`src/hdl/typec_cc_defines.vh`:
```
// constants for the type-c configuration-channel role controller
`ifndef TYPEC_CC_DEFINES_VH
`define TYPEC_CC_DEFINES_VH

// register offset and field positions
`define REG_ROLE_TERM_CTRL 8'h0a
`define FLD_TERM_DISABLE 0
`define FLD_ROLE_SEL_LO 4
`define FLD_ROLE_SEL_HI 5
`define FLD_ADV_LEVEL_LO 6
`define FLD_ADV_LEVEL_HI 7
`define ROLE_TERM_CTRL_RESET 8'h00

// strap levels
`define STRAP_LOW 2'h0
`define STRAP_HIGH 2'h1
`define STRAP_FLOAT 2'h2

// role codes
`define ROLE_DRP 2'h0
`define ROLE_SINK 2'h1
`define ROLE_SOURCE 2'h2

// cc line states seen by the comparators
`define CC_OPEN 2'h0
`define CC_RD 2'h1
`define CC_RA 2'h2
`define CC_RP 2'h3

// current advertisement levels
`define ADV_DEFAULT 2'h0
`define ADV_MID 2'h1
`define ADV_HIGH 2'h2

// termination codes on the cc pins
`define TERM_NONE 2'h0
`define TERM_RD 2'h1
`define TERM_RP 2'h2

// timing
`define DEBOUNCE_US 100
`define DRP_HALF_US 35
`define CLK_MHZ 50

`endif

```
`src/hdl/cc_line_debounce.v`:
```
// debounce filter for one configuration-channel line state
`default_nettype none
module cc_line_debounce #(
    parameter integer COUNT = 5000,
    parameter integer CW = 16
) (
    input wire core_clk,
    input wire rst,
    input wire [1:0] raw,
    output reg [1:0] stable
);
    reg [1:0] last;
    reg [CW-1:0] cnt;

    always @(posedge core_clk) begin
        if (rst) begin
            last <= 2'h0;
            cnt <= {CW{1'b0}};
            stable <= 2'h0;
        end else if (raw != last) begin
            last <= raw;
            cnt <= {CW{1'b0}};
        end else if (cnt == COUNT[CW-1:0] - 1'b1) begin
            stable <= last;
        end else begin
            cnt <= cnt + 1'b1;
        end
    end
endmodule
`default_nettype wire

```
`src/hdl/typec_cc_role_controller.v`:
```
// type-c cc role controller: role strap, terminations, attach, vconn and orientation
//
// Overview of operation
// - the three-level role strap picks source on high, sink on low, dual role on float.
// - the strap is caught once after reset and its role is held until the next reset.
// - try modes exist only in dual role, vbus and current detection only as sink, vconn and advertisement only as source.
// - a source-only port keeps rp on both cc lines except while idle or with terminations disabled.
// - a source first advertises default current, then moves rp to the selected higher level.
// - once attached as source with rd seen, the open-drain sink-attached pin is pulled low.
// - with a sink attached and ra on the other cc pin, vconn goes onto that other pin.
// - with the strap floating, writing the source code into the role field gives source-only role.
// - cable orientation drives the select of the two-channel 2:1 superspeed mux.
// - the orientation also appears on its own open-drain output.
// - no power delivery messaging is done on the cc lines.
`default_nettype none
`include "typec_cc_defines.vh"
module typec_cc_role_controller #(
    parameter integer DEBOUNCE_CYCLES = `DEBOUNCE_US * `CLK_MHZ,
    parameter integer DRP_HALF_CYCLES = `DRP_HALF_US * `CLK_MHZ,
    parameter integer CW = 16
) (
    input wire core_clk,
    input wire rst,
    input wire [1:0] role_strap,
    input wire [1:0] adv_strap,
    input wire [1:0] cc1_state,
    input wire [1:0] cc2_state,
    input wire vbus_present,
    input wire reg_wr,
    input wire reg_rd,
    input wire [7:0] reg_addr,
    input wire [7:0] reg_wdata,
    output reg [7:0] reg_rdata,
    output reg [1:0] cc1_term,
    output reg [1:0] cc2_term,
    output reg [1:0] rp_level,
    output reg vconn_cc1_en,
    output reg vconn_cc2_en,
    output reg sink_attached_n_oe,
    output reg sink_attached_n_o,
    output reg orient_oe,
    output reg orient_o,
    output reg ss_mux_sel,
    output reg mux_enable,
    output reg try_enable,
    output reg vbus_detect_en,
    output reg current_detect_en
);
    localparam [2:0] ST_IDLE = 3'h0;
    localparam [2:0] ST_UNATTACHED = 3'h1;
    localparam [2:0] ST_ATTACH_WAIT_SRC = 3'h2;
    localparam [2:0] ST_ATTACHED_SRC = 3'h3;
    localparam [2:0] ST_ATTACH_WAIT_SNK = 3'h4;
    localparam [2:0] ST_ATTACHED_SNK = 3'h5;

    reg strap_taken;
    reg [1:0] strap_role;
    reg [7:0] ctrl;
    reg [2:0] state;
    reg [2:0] next_state;
    reg presenting_src;
    reg [CW-1:0] drp_cnt;
    reg flip;
    reg next_flip;
    reg attached_adv;
    wire [3:0] cc_raw = {cc2_state, cc1_state};
    wire [3:0] cc_db;
    wire [1:0] cc1_db = cc_db[1:0];
    wire [1:0] cc2_db = cc_db[3:2];
    wire term_disable = ctrl[`FLD_TERM_DISABLE];
    wire [1:0] role_sel = ctrl[`FLD_ROLE_SEL_HI:`FLD_ROLE_SEL_LO];
    wire [1:0] adv_sel = ctrl[`FLD_ADV_LEVEL_HI:`FLD_ADV_LEVEL_LO];
    reg [1:0] role;
    reg [1:0] adv_target;

    // one filter per cc line
    genvar gi;
    generate
        for (gi = 0; gi < 2; gi = gi + 1) begin : g_db
            cc_line_debounce #(
                .COUNT(DEBOUNCE_CYCLES),
                .CW(CW)
            ) u_db (
                .core_clk(core_clk),
                .rst(rst),
                .raw(cc_raw[gi*2 +: 2]),
                .stable(cc_db[gi*2 +: 2])
            );
        end
    endgenerate

    // strap taken by a clocked process on the first edge after release
    always @(posedge core_clk) begin
        if (rst) begin
            strap_taken <= 1'b0;
            strap_role <= `ROLE_DRP;
        end else if (!strap_taken) begin
            strap_taken <= 1'b1;
            case (role_strap)
                `STRAP_HIGH: strap_role <= `ROLE_SOURCE;
                `STRAP_LOW: strap_role <= `ROLE_SINK;
                default: strap_role <= `ROLE_DRP;
            endcase
        end
    end

    // effective role: the register only overrides a floating strap
    always @* begin
        role = strap_role;
        if (strap_role == `ROLE_DRP && role_sel != `ROLE_DRP) begin
            role = role_sel;
        end
    end

    // strap wins unless software picked a higher level
    always @* begin
        adv_target = (adv_sel > adv_strap) ? adv_sel : adv_strap;
        if (adv_target > `ADV_HIGH) begin
            adv_target = `ADV_HIGH;
        end
    end

    // register port
    always @(posedge core_clk) begin
        if (rst) begin
            ctrl <= `ROLE_TERM_CTRL_RESET;
            reg_rdata <= 8'h00;
        end else begin
            if (reg_wr && reg_addr == `REG_ROLE_TERM_CTRL) begin
                ctrl <= reg_wdata;
            end
            if (reg_rd) begin
                if (reg_addr == `REG_ROLE_TERM_CTRL) begin
                    reg_rdata <= ctrl;
                end else begin
                    // unmapped reads show the live connection status
                    reg_rdata <= {2'h0, flip, state, role};
                end
            end
        end
    end

    // dual role alternates presentation between rp and rd
    always @(posedge core_clk) begin
        if (rst) begin
            drp_cnt <= {CW{1'b0}};
            presenting_src <= 1'b0;
        end else if (role == `ROLE_SOURCE) begin
            presenting_src <= 1'b1;
            drp_cnt <= {CW{1'b0}};
        end else if (role == `ROLE_SINK) begin
            presenting_src <= 1'b0;
            drp_cnt <= {CW{1'b0}};
        end else if (state == ST_UNATTACHED) begin
            if (drp_cnt == DRP_HALF_CYCLES[CW-1:0] - 1'b1) begin
                drp_cnt <= {CW{1'b0}};
                presenting_src <= ~presenting_src;
            end else begin
                drp_cnt <= drp_cnt + 1'b1;
            end
        end
    end

    // connection state machine; no pd messages are ever sent
    always @* begin
        next_state = state;
        next_flip = flip;
        case (state)
            ST_IDLE: begin
                if (strap_taken && !term_disable) begin
                    next_state = ST_UNATTACHED;
                end
            end
            ST_UNATTACHED: begin
                if (presenting_src && (cc1_db == `CC_RD || cc2_db == `CC_RD)) begin
                    next_state = ST_ATTACH_WAIT_SRC;
                end else if (!presenting_src && (cc1_db == `CC_RP || cc2_db == `CC_RP)) begin
                    next_state = ST_ATTACH_WAIT_SNK;
                end
            end
            ST_ATTACH_WAIT_SRC: begin
                if (cc1_db == `CC_RD) begin
                    next_flip = 1'b0;
                    next_state = ST_ATTACHED_SRC;
                end else if (cc2_db == `CC_RD) begin
                    next_flip = 1'b1;
                    next_state = ST_ATTACHED_SRC;
                end else begin
                    next_state = ST_UNATTACHED;
                end
            end
            ST_ATTACHED_SRC: begin
                if (cc1_db != `CC_RD && cc2_db != `CC_RD) begin
                    next_state = ST_UNATTACHED;
                end
            end
            ST_ATTACH_WAIT_SNK: begin
                // a sink only attaches once vbus is up
                if (cc1_db != `CC_RP && cc2_db != `CC_RP) begin
                    next_state = ST_UNATTACHED;
                end else if (vbus_present) begin
                    next_flip = (cc2_db == `CC_RP);
                    next_state = ST_ATTACHED_SNK;
                end
            end
            ST_ATTACHED_SNK: begin
                if (!vbus_present) begin
                    next_state = ST_UNATTACHED;
                end
            end
            default: next_state = ST_IDLE;
        endcase
        if (term_disable) begin
            next_state = ST_IDLE;
        end
    end

    always @(posedge core_clk) begin
        if (rst) begin
            state <= ST_IDLE;
            flip <= 1'b0;
            attached_adv <= 1'b0;
        end else begin
            state <= next_state;
            flip <= next_flip;
            // advertisement is raised only after a full attach
            attached_adv <= (next_state == ST_ATTACHED_SRC);
        end
    end

    // outputs, all registered
    always @(posedge core_clk) begin
        if (rst) begin
            cc1_term <= `TERM_NONE;
            cc2_term <= `TERM_NONE;
            rp_level <= `ADV_DEFAULT;
            vconn_cc1_en <= 1'b0;
            vconn_cc2_en <= 1'b0;
            sink_attached_n_oe <= 1'b0;
            sink_attached_n_o <= 1'b0;
            orient_oe <= 1'b0;
            orient_o <= 1'b0;
            ss_mux_sel <= 1'b0;
            mux_enable <= 1'b0;
            try_enable <= 1'b0;
            vbus_detect_en <= 1'b0;
            current_detect_en <= 1'b0;
        end else begin
            if (term_disable || state == ST_IDLE) begin
                cc1_term <= `TERM_NONE;
                cc2_term <= `TERM_NONE;
            end else if (role == `ROLE_SOURCE || presenting_src) begin
                cc1_term <= `TERM_RP;
                cc2_term <= `TERM_RP;
            end else begin
                cc1_term <= `TERM_RD;
                cc2_term <= `TERM_RD;
            end
            rp_level <= attached_adv ? adv_target : `ADV_DEFAULT;
            // vconn only from the source side, onto the pin carrying ra
            vconn_cc1_en <= (state == ST_ATTACHED_SRC) && flip && (cc1_db == `CC_RA);
            vconn_cc2_en <= (state == ST_ATTACHED_SRC) && !flip && (cc2_db == `CC_RA);
            sink_attached_n_o <= 1'b0;
            sink_attached_n_oe <= (state == ST_ATTACHED_SRC);
            // orientation pin pulled low for cc1, released high for cc2
            orient_o <= 1'b0;
            orient_oe <= !flip;
            ss_mux_sel <= flip;
            mux_enable <= (state == ST_ATTACHED_SRC) || (state == ST_ATTACHED_SNK);
            // role is only meaningful once the strap is caught; avoids a dual-role blip
            try_enable <= strap_taken && (role == `ROLE_DRP);
            vbus_detect_en <= strap_taken && ((role == `ROLE_SINK) ||
                (role == `ROLE_DRP && !presenting_src));
            current_detect_en <= (state == ST_ATTACHED_SNK);
        end
    end
endmodule
`default_nettype wire

```
`config.mk`:
```
export PLATFORM = sky130hd
export DESIGN_NAME = typec_cc_role_controller
export DESIGN_NICKNAME = d
export VERILOG_FILES = /design/src/hdl/cc_line_debounce.v /design/src/hdl/typec_cc_role_controller.v
export VERILOG_INCLUDE_DIRS = /design/src /design/src/hdl
export SDC_FILE = /design/constraint.sdc
export NUM_CORES = 1
export LEC_CHECK = 0
export ABC_CLOCK_PERIOD_IN_PS = 2100
export BUFFER_PORTS_ARGS = -buffer_cell sky130_fd_sc_hd__clkbuf_2
export CORE_UTILIZATION = 55
export DETAILED_ROUTE_END_ITERATION = 12
export PLACE_DENSITY = 0.86
export RECOVER_POWER = 25
export SLEW_MARGIN = 0
export SYNTH_ARGS = -nofsm -noshare
export SYNTH_HDL_FRONTEND = slang
export SYNTH_SLANG_ARGS = --single-unit
```
`constraint.sdc`:
```
create_clock -name core_clk -period 2.1 [get_ports core_clk]
set_clock_uncertainty 0.15 [all_clocks]
set_input_delay 0.42 -clock core_clk [delete_from_list [all_inputs] [get_ports core_clk]]
set_output_delay 0.42 -clock core_clk [all_outputs]
set_load 0.02 [all_outputs]
```
# Word level (Yosys, flattened, before mapping)
# Index checks and enable logic that the tools add are counted.
totals:
  ff_bits: 94
  wordCells: 133
op_classes:
  add_sub_neg: 3
  magnitude_cmp: 2
  n_eq_ne: 28
  n_mux: 28
  n_bitwise: 4
  n_reduce_logical: 41
op_table:
  columns: ["cell", "n"]
  rows:
  - ["$add A16 B1 Y16 const B", 3]
  - ["$eq A16 B13 Y1 const B", 2]
  - ["$mux W3", 8]
  - ["$pmux W3 S6", 1]
  - ["$eq A16 B11 Y1 const B", 1]
  - ["$mux W16", 1]
  - ["$logic_and A1 B1 Y1", 14]
  - ["$mux W2", 6]
  - ["$eq A2 B2 Y1 const B", 5]
  - ["$eq A3 B2 Y1 const B", 3]
  - ["$mux W1", 9]
  - ["$eq A2 B1 Y1 const B", 4]
  - ["$eq A8 B4 Y1 const B", 1]
  - ["$mux W8", 1]
  - ["$ne A2 B2 Y1 const B", 4]
  - ["$reduce_or A2 Y1", 4]
  - ["$eq A3 B3 Y1 const B", 2]
  - ["$logic_not A2 Y1", 3]
  - ["$logic_or A1 B1 Y1", 6]
  - ["$reduce_and A2 Y1", 3]
  - ["$reduce_bool A3 Y1", 2]
  - ["$reduce_or A3 Y1", 2]
  - ["$ne A2 B1 Y1 const B", 2]
  - ["$ne A2 B2 Y1", 2]
  - ["other kinds (11)", 17]

# Logic depth before layout (Yosys ltp)
# Gate-level depths: netlist (run 1).
logic_depth:
  ltp_word: 8
  ltp_mapped: 7
  mapped_depth_nobuf: 6

# By module
# A second synthesis (run 1) with hierarchy kept.
hier_totals:
  cells_unflattened: 472
  area_unflattened_um2: 4181.5
by_module_without_submodules:
  columns: ["mod", "instances", "cells_each", "area_per_inst_um2", "seq_area_each_um2"]
  rows:
  - ["typec_cc_role_controller", 1, 274, 2387.3, 1081.0]
  - ["cc_line_debounce", 2, 99, 897.1, 400.4]

# Worst setup path after synthesis (run 1)
# Ideal clock, no wire load.
synth_timing:
  path_kind: "register to register"
  from: "register g_db[0].u_db.cnt[5]"
  to: "register g_db[0].u_db.stable[0]"
  setup_ns: 0.132
  arrival_time_ns: 1.588
  t_required_ns: 1.818
  setup_slack_ns: 0.230
  path_stages_with_launch: 5
  n_path_buf: 0
  period_less_slack_ns: 1.870
  cell_sequence: "dfxtp_1 > or4b_4 > or4_4 > o21ai_1 > a21oi_1"
synth_via:
  elab_chain_len: 2
synth_lines:
  columns: ["element", "line_no", "text"]
  rows:
  - ["start, declared", "cc_line_debounce.v:13", "reg [CW-1:0] cnt;"]
  - ["start signal, assigned", "cc_line_debounce.v:18", "cnt <= {CW{1'b0}};"]
  - ["start signal, assigned", "cc_line_debounce.v:22", "cnt <= {CW{1'b0}};"]
  - ["start signal, assigned", "cc_line_debounce.v:26", "cnt <= cnt + 1'b1;"]
  - ["$eq A16 B13 Y1", "cc_line_debounce.v:23", "end else if (cnt == COUNT[CW-1:0] - 1'b1) begin"]
  - ["$reduce_and A2 Y1 (no source line)", null, null]
  - ["end signal, assigned", "cc_line_debounce.v:24", "stable <= last;"]
  - ["end, declared", "cc_line_debounce.v:10", "output reg [1:0] stable"]
# Every way passes these cells.
# A chain may end at the register's enable or synchronous reset.

# Final worst setup path (run 1)
layout_timing:
  from: "register g_db[0].u_db.cnt[5]"
  to: "register g_db[0].u_db.stable[1]"
# The elaborated chain is that of the path after synthesis.

==> run summary, run 1 <==
status -> finished clean
routability congestion estimate -> 0.844
DRT Pass-1 Iters -> 5
uppermost layer routed -> met4
CP Max Fanout -> 5
CTS tree -> built
# DRC -> 0
Power Dens Cells -> 660 nW/um^2
Wirelength per Cell -> 13.3 microns
register area share after synthesis -> 44.5%
Met3 Wirelength -> 349 microns
Reg area -> 1880 sq um
Synth Area per Inst -> 8.56 sq um
initial antenna violation count -> 0
DIE AREA -> 8040 sq um
Most used DFF post-synth -> dfxtp_1
most frequent cell after synthesis -> dfxtp_1
relative slew slack -> 56.4%
# hold bufs at CTS -> 0
Total GRT Usage -> 22.6%
via count -> 3679
most frequent cells after synthesis -> dfxtp_1 (94), nor2_1 (53), nand2_1 (42), a21oi_1 (37), nand3_1 (31)
area leader, netlist -> dfxtp_1
post-route antenna net violation count -> 0
clock buffer depth -> 2
multi-input logic area -> 2190 sq um
Max VDD drop -> 343 uV
I/O pin count -> 54
FP Rows -> 31
CP endpoint kind -> flop
Clock Sink Count -> 94
classification of the worst setup path -> reg2reg
Total Power -> 3.13 mW
Worst-path clk slew -> 100 ps
WP data arrival -> 2060 ps
Critical Path RT -> 2200 ps
top cells by area, synth -> dfxtp_1 (44%), nor2_1 (4.7%), a21oi_1 (4.4%), xnor2_1 (3.9%), xor2_1 (3.9%)
FF+latch count, synth -> 94
wire length on met1 -> 4020 microns
Syn-to-layout area delta -> 12.1%
Slew Limit Fails -> 0
Syn Inst Count -> 494
Core Area -> 7330 sq um
Ant. Diodes -> 0
Final Hold Viols -> 0
Final nets -> 581
Clock Latency Late Sink -> 370 ps
Fin Setup TNS -> 0 ps
H-tree Lvls -> 3
Detail Placement HPWL -> 6230 microns
first-pass GRT wire length -> 14100 microns
met2 WL -> 4150 microns
layout cells sized above 1 -> 13.5%
Post-synth EDFFs -> 0
R2R Setup Slk -> 140 ps
RSZ-0062 raised after global routing -> no
Hold Crit Class -> in2reg
crit path launch type -> flop
share of the synthesized area in the top cell type -> 44.5%
post-synthesis async set-or-reset flop share -> 0%
Distinct cells, synth -> 56
fill count -> 607
die width -> 89.7 microns
synthesized area -> 4230 sq um
pin count of the biggest net entering global routing -> 24
GRT overflow -> 0
Iteration-0 DRC Markers -> 179
Leakage -> 1.65 nW
Initial Utilization -> 57.7%
Num CTS Buffers -> 9
Synth Warn # -> 0
DR vias/cell -> 5.67
Final Cycle Share -> 93.4%
Final setup viols -> 0
Chip Height -> 89.7 microns
final worst path period need -> 1960 ps
Worst Max-Slew Pin Slew -> 654 ps
final WL -> 8660 microns
Root Buffer -> clkbuf_8
vias in the first global route -> 3323
fmax -> 510 MHz
# port buffers -> 51
Max Cap Viol -> 0
==> layout make-up <==
| type | instances | area share, % |
|---|---|---|
| clock buffers | 10 | 2.69 |
| multi-input cells | 360 | 46.1 |
| inverters | 20 | 1.58 |
| repair buffers | 60 | 6.31 |
| well taps | 99 | 2.61 |
| clock inverters | 6 | 0.977 |
| flip-flops and latches | 94 | 39.7 |
==> critical path, stage by stage, from the launching register on <==
cell and delay (ps):
dfxtp_1 360, or4b_4 570, or4_4 550, o21ai_1 140, a21oi_1 80
==> sequential cells by signal, summed over array words and instances (netlist names), 2 cells and up <==
name,cells
ctrl,8
state,3
rp_level,2
strap_role,2
g_db.u_db.cnt,32
reg_rdata,8
drp_cnt,16
g_db.u_db.stable,4
g_db.u_db.last,4
cc2_term,2
==> timing repair <==
action                                  CTS  global route
endpoints found under the setup margin    0             1
setup buffers                             0             0
endpoints found under the hold margin     0             0
gates resized for setup                   0             1
==> report_power, final <==
part	internal (mW)	total, mW	switching (mW)
Combinational	0.0816	0.208	0.126
Sequential	1.81	1.83	0.0251
Clock	0.439	1.09	0.649
==> placed cells by master (no fill, tap or decap), types with 5 or more instances in the layout <==
cell,synthesis,layout
inv_1,19,19
ha_1,7,7
o21ai_0,14,14
nand3_1,31,31
clkbuf_8,0,9
xnor2_1,19,19
clkbuf_1,11,14
nor2b_1,9,9
o211ai_1,5,5
nand2_1,42,42
buf_4,4,6
nand4_1,14,14
dfxtp_1,94,94
xor2_1,19,19
and2_1,5,5
a21oi_1,37,37
or3_1,13,13
nor3_1,9,9
nor4_1,8,8
and3_1,6,6
nor3b_1,5,5
nor2_1,53,53
nand2b_1,7,7
clkbuf_2,0,41
==> stage by stage <==
| step | cell area [sq um] | setup WS (ps) | util [%] | hold WS (ps) | std cells |
|---|---|---|---|---|---|
| 2_1_floorplan | 4230 | 230 | - | 287 | 495 |
| 3_3_place_gp | 4580 | 178 | 62.5 | 294 | 633 |
| 3_5_place_dp | 4580 | 83.2 | 62.5 | 303 | 633 |
| 4_1_cts | 4760 | 75.9 | 64.9 | 108 | 649 |
| 5_1_grt | 4740 | 35.7 | 64.7 | 115 | 649 |
| 6_report | 4740 | 139 | 64.7 | 121 | 649 |
==> worst paths after layout <==
| kind | from | end | cells after the start |
|---|---|---|---|
| max | g_db[0].u_db.cnt[5] | g_db[0].u_db.stable[1] | 4 |
| min | reg_wdata[2] | ctrl[2] | 3 |
| max reg2reg | g_db[0].u_db.cnt[5] | g_db[0].u_db.stable[1] | 4 |
| min reg2reg | reg_rdata[0] | reg_rdata[0] | 2 |
==> layer usage <==
metal  up-vias  global-route usage [%]
met5         -                       0
met4         0                    9.52
met1      1731                    27.9
li1       1843                       -
met2        88                    37.5
met3        17                    6.03
==> logic make-up (layout without fill, tap and decap cells) <==
family | after synthesis | in the layout | synth area share [%]
other cells | 1 | 2 | 0.0887
flops | 94 | 94 | 44.5
mux | 3 | 3 | 0.740
buf+inv | 41 | 96 | 4.08
simple gates | 230 | 230 | 29.3
compound gates | 80 | 80 | 11.4
fa+ha+maj | 7 | 7 | 2.07
xor+xnor | 38 | 38 | 7.87
No activity file was read; power rests on OpenSTA's default activity.
==> run 2, diff against run 1 <==
Settings changed: ABC_AREA set to 1.
==> run 2 against run 1 <==
Core utilization decreased by 1.9 points. Hold slack got worse by 14 ps. Die area increased by 8.9%. Worst setup slack improved by 39 ps. Cell count increased by 32%. Global-route usage increased by 1.2 points. First-iteration DRC count increased by 12%. Critical path depth increased by 4. Critical endpoint is now ctrl[2]. Largest cell class unchanged. Largest power group unchanged.
==> run summary, run 2 <==
H-tree Lvls -> 3
RSZ-0062 raised after global routing -> no
routability congestion estimate -> 0.882
classification of the worst setup path -> in2reg
Core Area -> 8180 sq um
Clock Sink Count -> 94
CTS tree -> built
Worst Max-Slew Pin Slew -> 927 ps
initial antenna violation count -> 0
FF+latch count, synth -> 94
R2R Path Start -> g_db[0].u_db.cnt[0]
top cells by area, synth -> dfxtp_1 (41%), nand2_1 (13%), nor2_1 (9.5%), inv_1 (8.5%), nand3_1 (5.9%)
fmax -> 521 MHz
Total GRT Usage -> 23.9%
post-synthesis async set-or-reset flop share -> 0%
Post-CTS Setup Inserts -> 0
CP Max Fanout -> 16
Power Dens Cells -> 642 nW/um^2
DR vias/cell -> 5.21
first-pass GRT wire length -> 16900 microns
relative slew slack -> 38.0%
DIE AREA -> 8760 sq um
setup ws final -> 179 ps
# port buffers -> 51
min-delay src -> cc1_state[0]
Hold Crit Class -> in2reg
Leakage -> 2.19 nW
final cell count without fillers -> 856
Fin Setup TNS -> 0 ps
synthesized area -> 4610 sq um
I/O pin count -> 54
Wirelength per Cell -> 11.5 microns
Worst-path clk slew -> 90 ps
CP endpoint kind -> flop
Final nets -> 782
commonest non-fill, non-tap cell in the layout -> nand2_1
Iteration-0 DRC Markers -> 201
Distinct cells, synth -> 38
# hold bufs at CTS -> 0
final WL -> 9860 microns
crit path launch type -> input pin
Syn-to-layout area delta -> 11.3%
Final Cycle Share -> 91.5%
largest register by flop count -> g_db.u_db.cnt
most frequent cells after synthesis -> nand2_1 (163), nor2_1 (117), inv_1 (105), dfxtp_1 (94), nand3_1 (54)
Final Hold Viols -> 0
vias in the first global route -> 4083
FP Rows -> 33
Initial Utilization -> 56.4%
GRT overflow -> 0
Slew Limit Fails -> 0
status -> finished clean
Most used DFF post-synth -> dfxtp_1
post-route antenna net violation count -> 0
most frequent cells in the layout -> nand2_1 (163), nor2_1 (118), inv_1 (105)
Clock Latency Late Sink -> 370 ps
CP startpoint -> reg_addr[5]
DP Worst Slack -> 281 ps
Largest regs -> g_db.u_db.cnt (32), drp_cnt (16)
WP data arrival -> 2040 ps
Max Cap Viol -> 0
via count -> 4459
die width -> 93.6 microns
clock buffer depth -> 2
Detail Placement HPWL -> 7390 microns
share of the synthesized area in the top cell type -> 40.8%
final worst path period need -> 1920 ps
Critical Path RT -> 2220 ps
Synth Area per Inst -> 6.68 sq um
Chip Height -> 93.6 microns
most frequent cell after synthesis -> nand2_1
Max VDD drop -> 403 uV
# DRC -> 0
register area share after synthesis -> 40.8%
Synth Warn # -> 0
placed cells -> 840
CTS resizes -> 0
Root Buffer -> clkbuf_8
layout cells sized above 1 -> 10.4%
pin count of the biggest net entering global routing -> 17
number of flip-flops under the largest register name -> 32
Post-synth EDFFs -> 0
area leader, netlist -> dfxtp_1
Syn Inst Count -> 691
Ant. Diodes -> 0
DRT Pass-1 Iters -> 4
Num CTS Buffers -> 9
Final setup viols -> 0
run 2: cell types whose count changed after synthesis, moves of 9 or more:
cell	change
nand2_1	+121
xor2_1	-9
inv_1	+86
nor3_1	+12
nor2_1	+64
or3_1	-13
xnor2_1	-17
nand3_1	+23
o21ai_0	+15
nor2b_1	-9
run 2: metrics by stage:
stage	power [mW]	hold WS (ps)	cell area [sq um]	util, %
3_3_place_gp	2.11	302	4960	60.7
5_1_grt	3.44	96.0	5130	62.8
3_5_place_dp	2.12	306	4960	60.7
2_1_floorplan	2.04	268	4620	-
6_report	3.29	107	5130	62.8
4_1_cts	3.32	93.2	5160	63.2
run 2: where the power goes:
group	total, mW	internal, mW	switching [mW]
Sequential	1.84	1.81	0.0241
Clock	1.22	0.586	0.638
Combinational	0.235	0.0828	0.152
Total	3.29	2.48	0.815
run 2: logic make-up after synthesis:
kind of cell	after synthesis	share of synthesized area (%)
buffers and inverters	121	10.6
adder cells (fa/ha/maj)	7	1.90
flip-flops	94	40.8
XOR/XNOR	12	2.28
other	1	0.0813
AO/OA/AOI/OAI	72	8.14
AND/OR/NAND/NOR	384	36.2
run 2: metal layers:
layer,wire [microns],up-vias,GRT usage (%)
met1,4390,2051,28.5
met5,0,-,0
met3,398,16,5.77
met2,4920,109,41.7
li1,-,2283,-
met4,148,0,8.08
run 2: area by class of cell:
type	count	area [sq um]
Sequential cell	94	1880
Clock buffer	11	141
Tap cell	105	131
Inverter	106	398
Clock inverter	5	57.6
Timing Repair Buffer	58	292
Fill cell	746	3040
Multi-Input combinational cell	477	2230
run 2: critical path: stages:
cell and delay [ps]:
clkbuf_2 80, nor2_1 110, nor3b_1 770, nand2_4 210, nor2_8 260, nand2_1 80, nand2_1 70, nor2_1 50
run 2: worst paths after layout:
path | endpoint | slack, ps | cells after the start
worst max register to register | g_db[0].u_db.cnt[12] | 330 | 8
worst min register to register | rp_level[1] | 320 | 2
worst max-delay path | ctrl[2] | 180 | 8
worst min-delay path | g_db[0].u_db.last[0] | 110 | 3
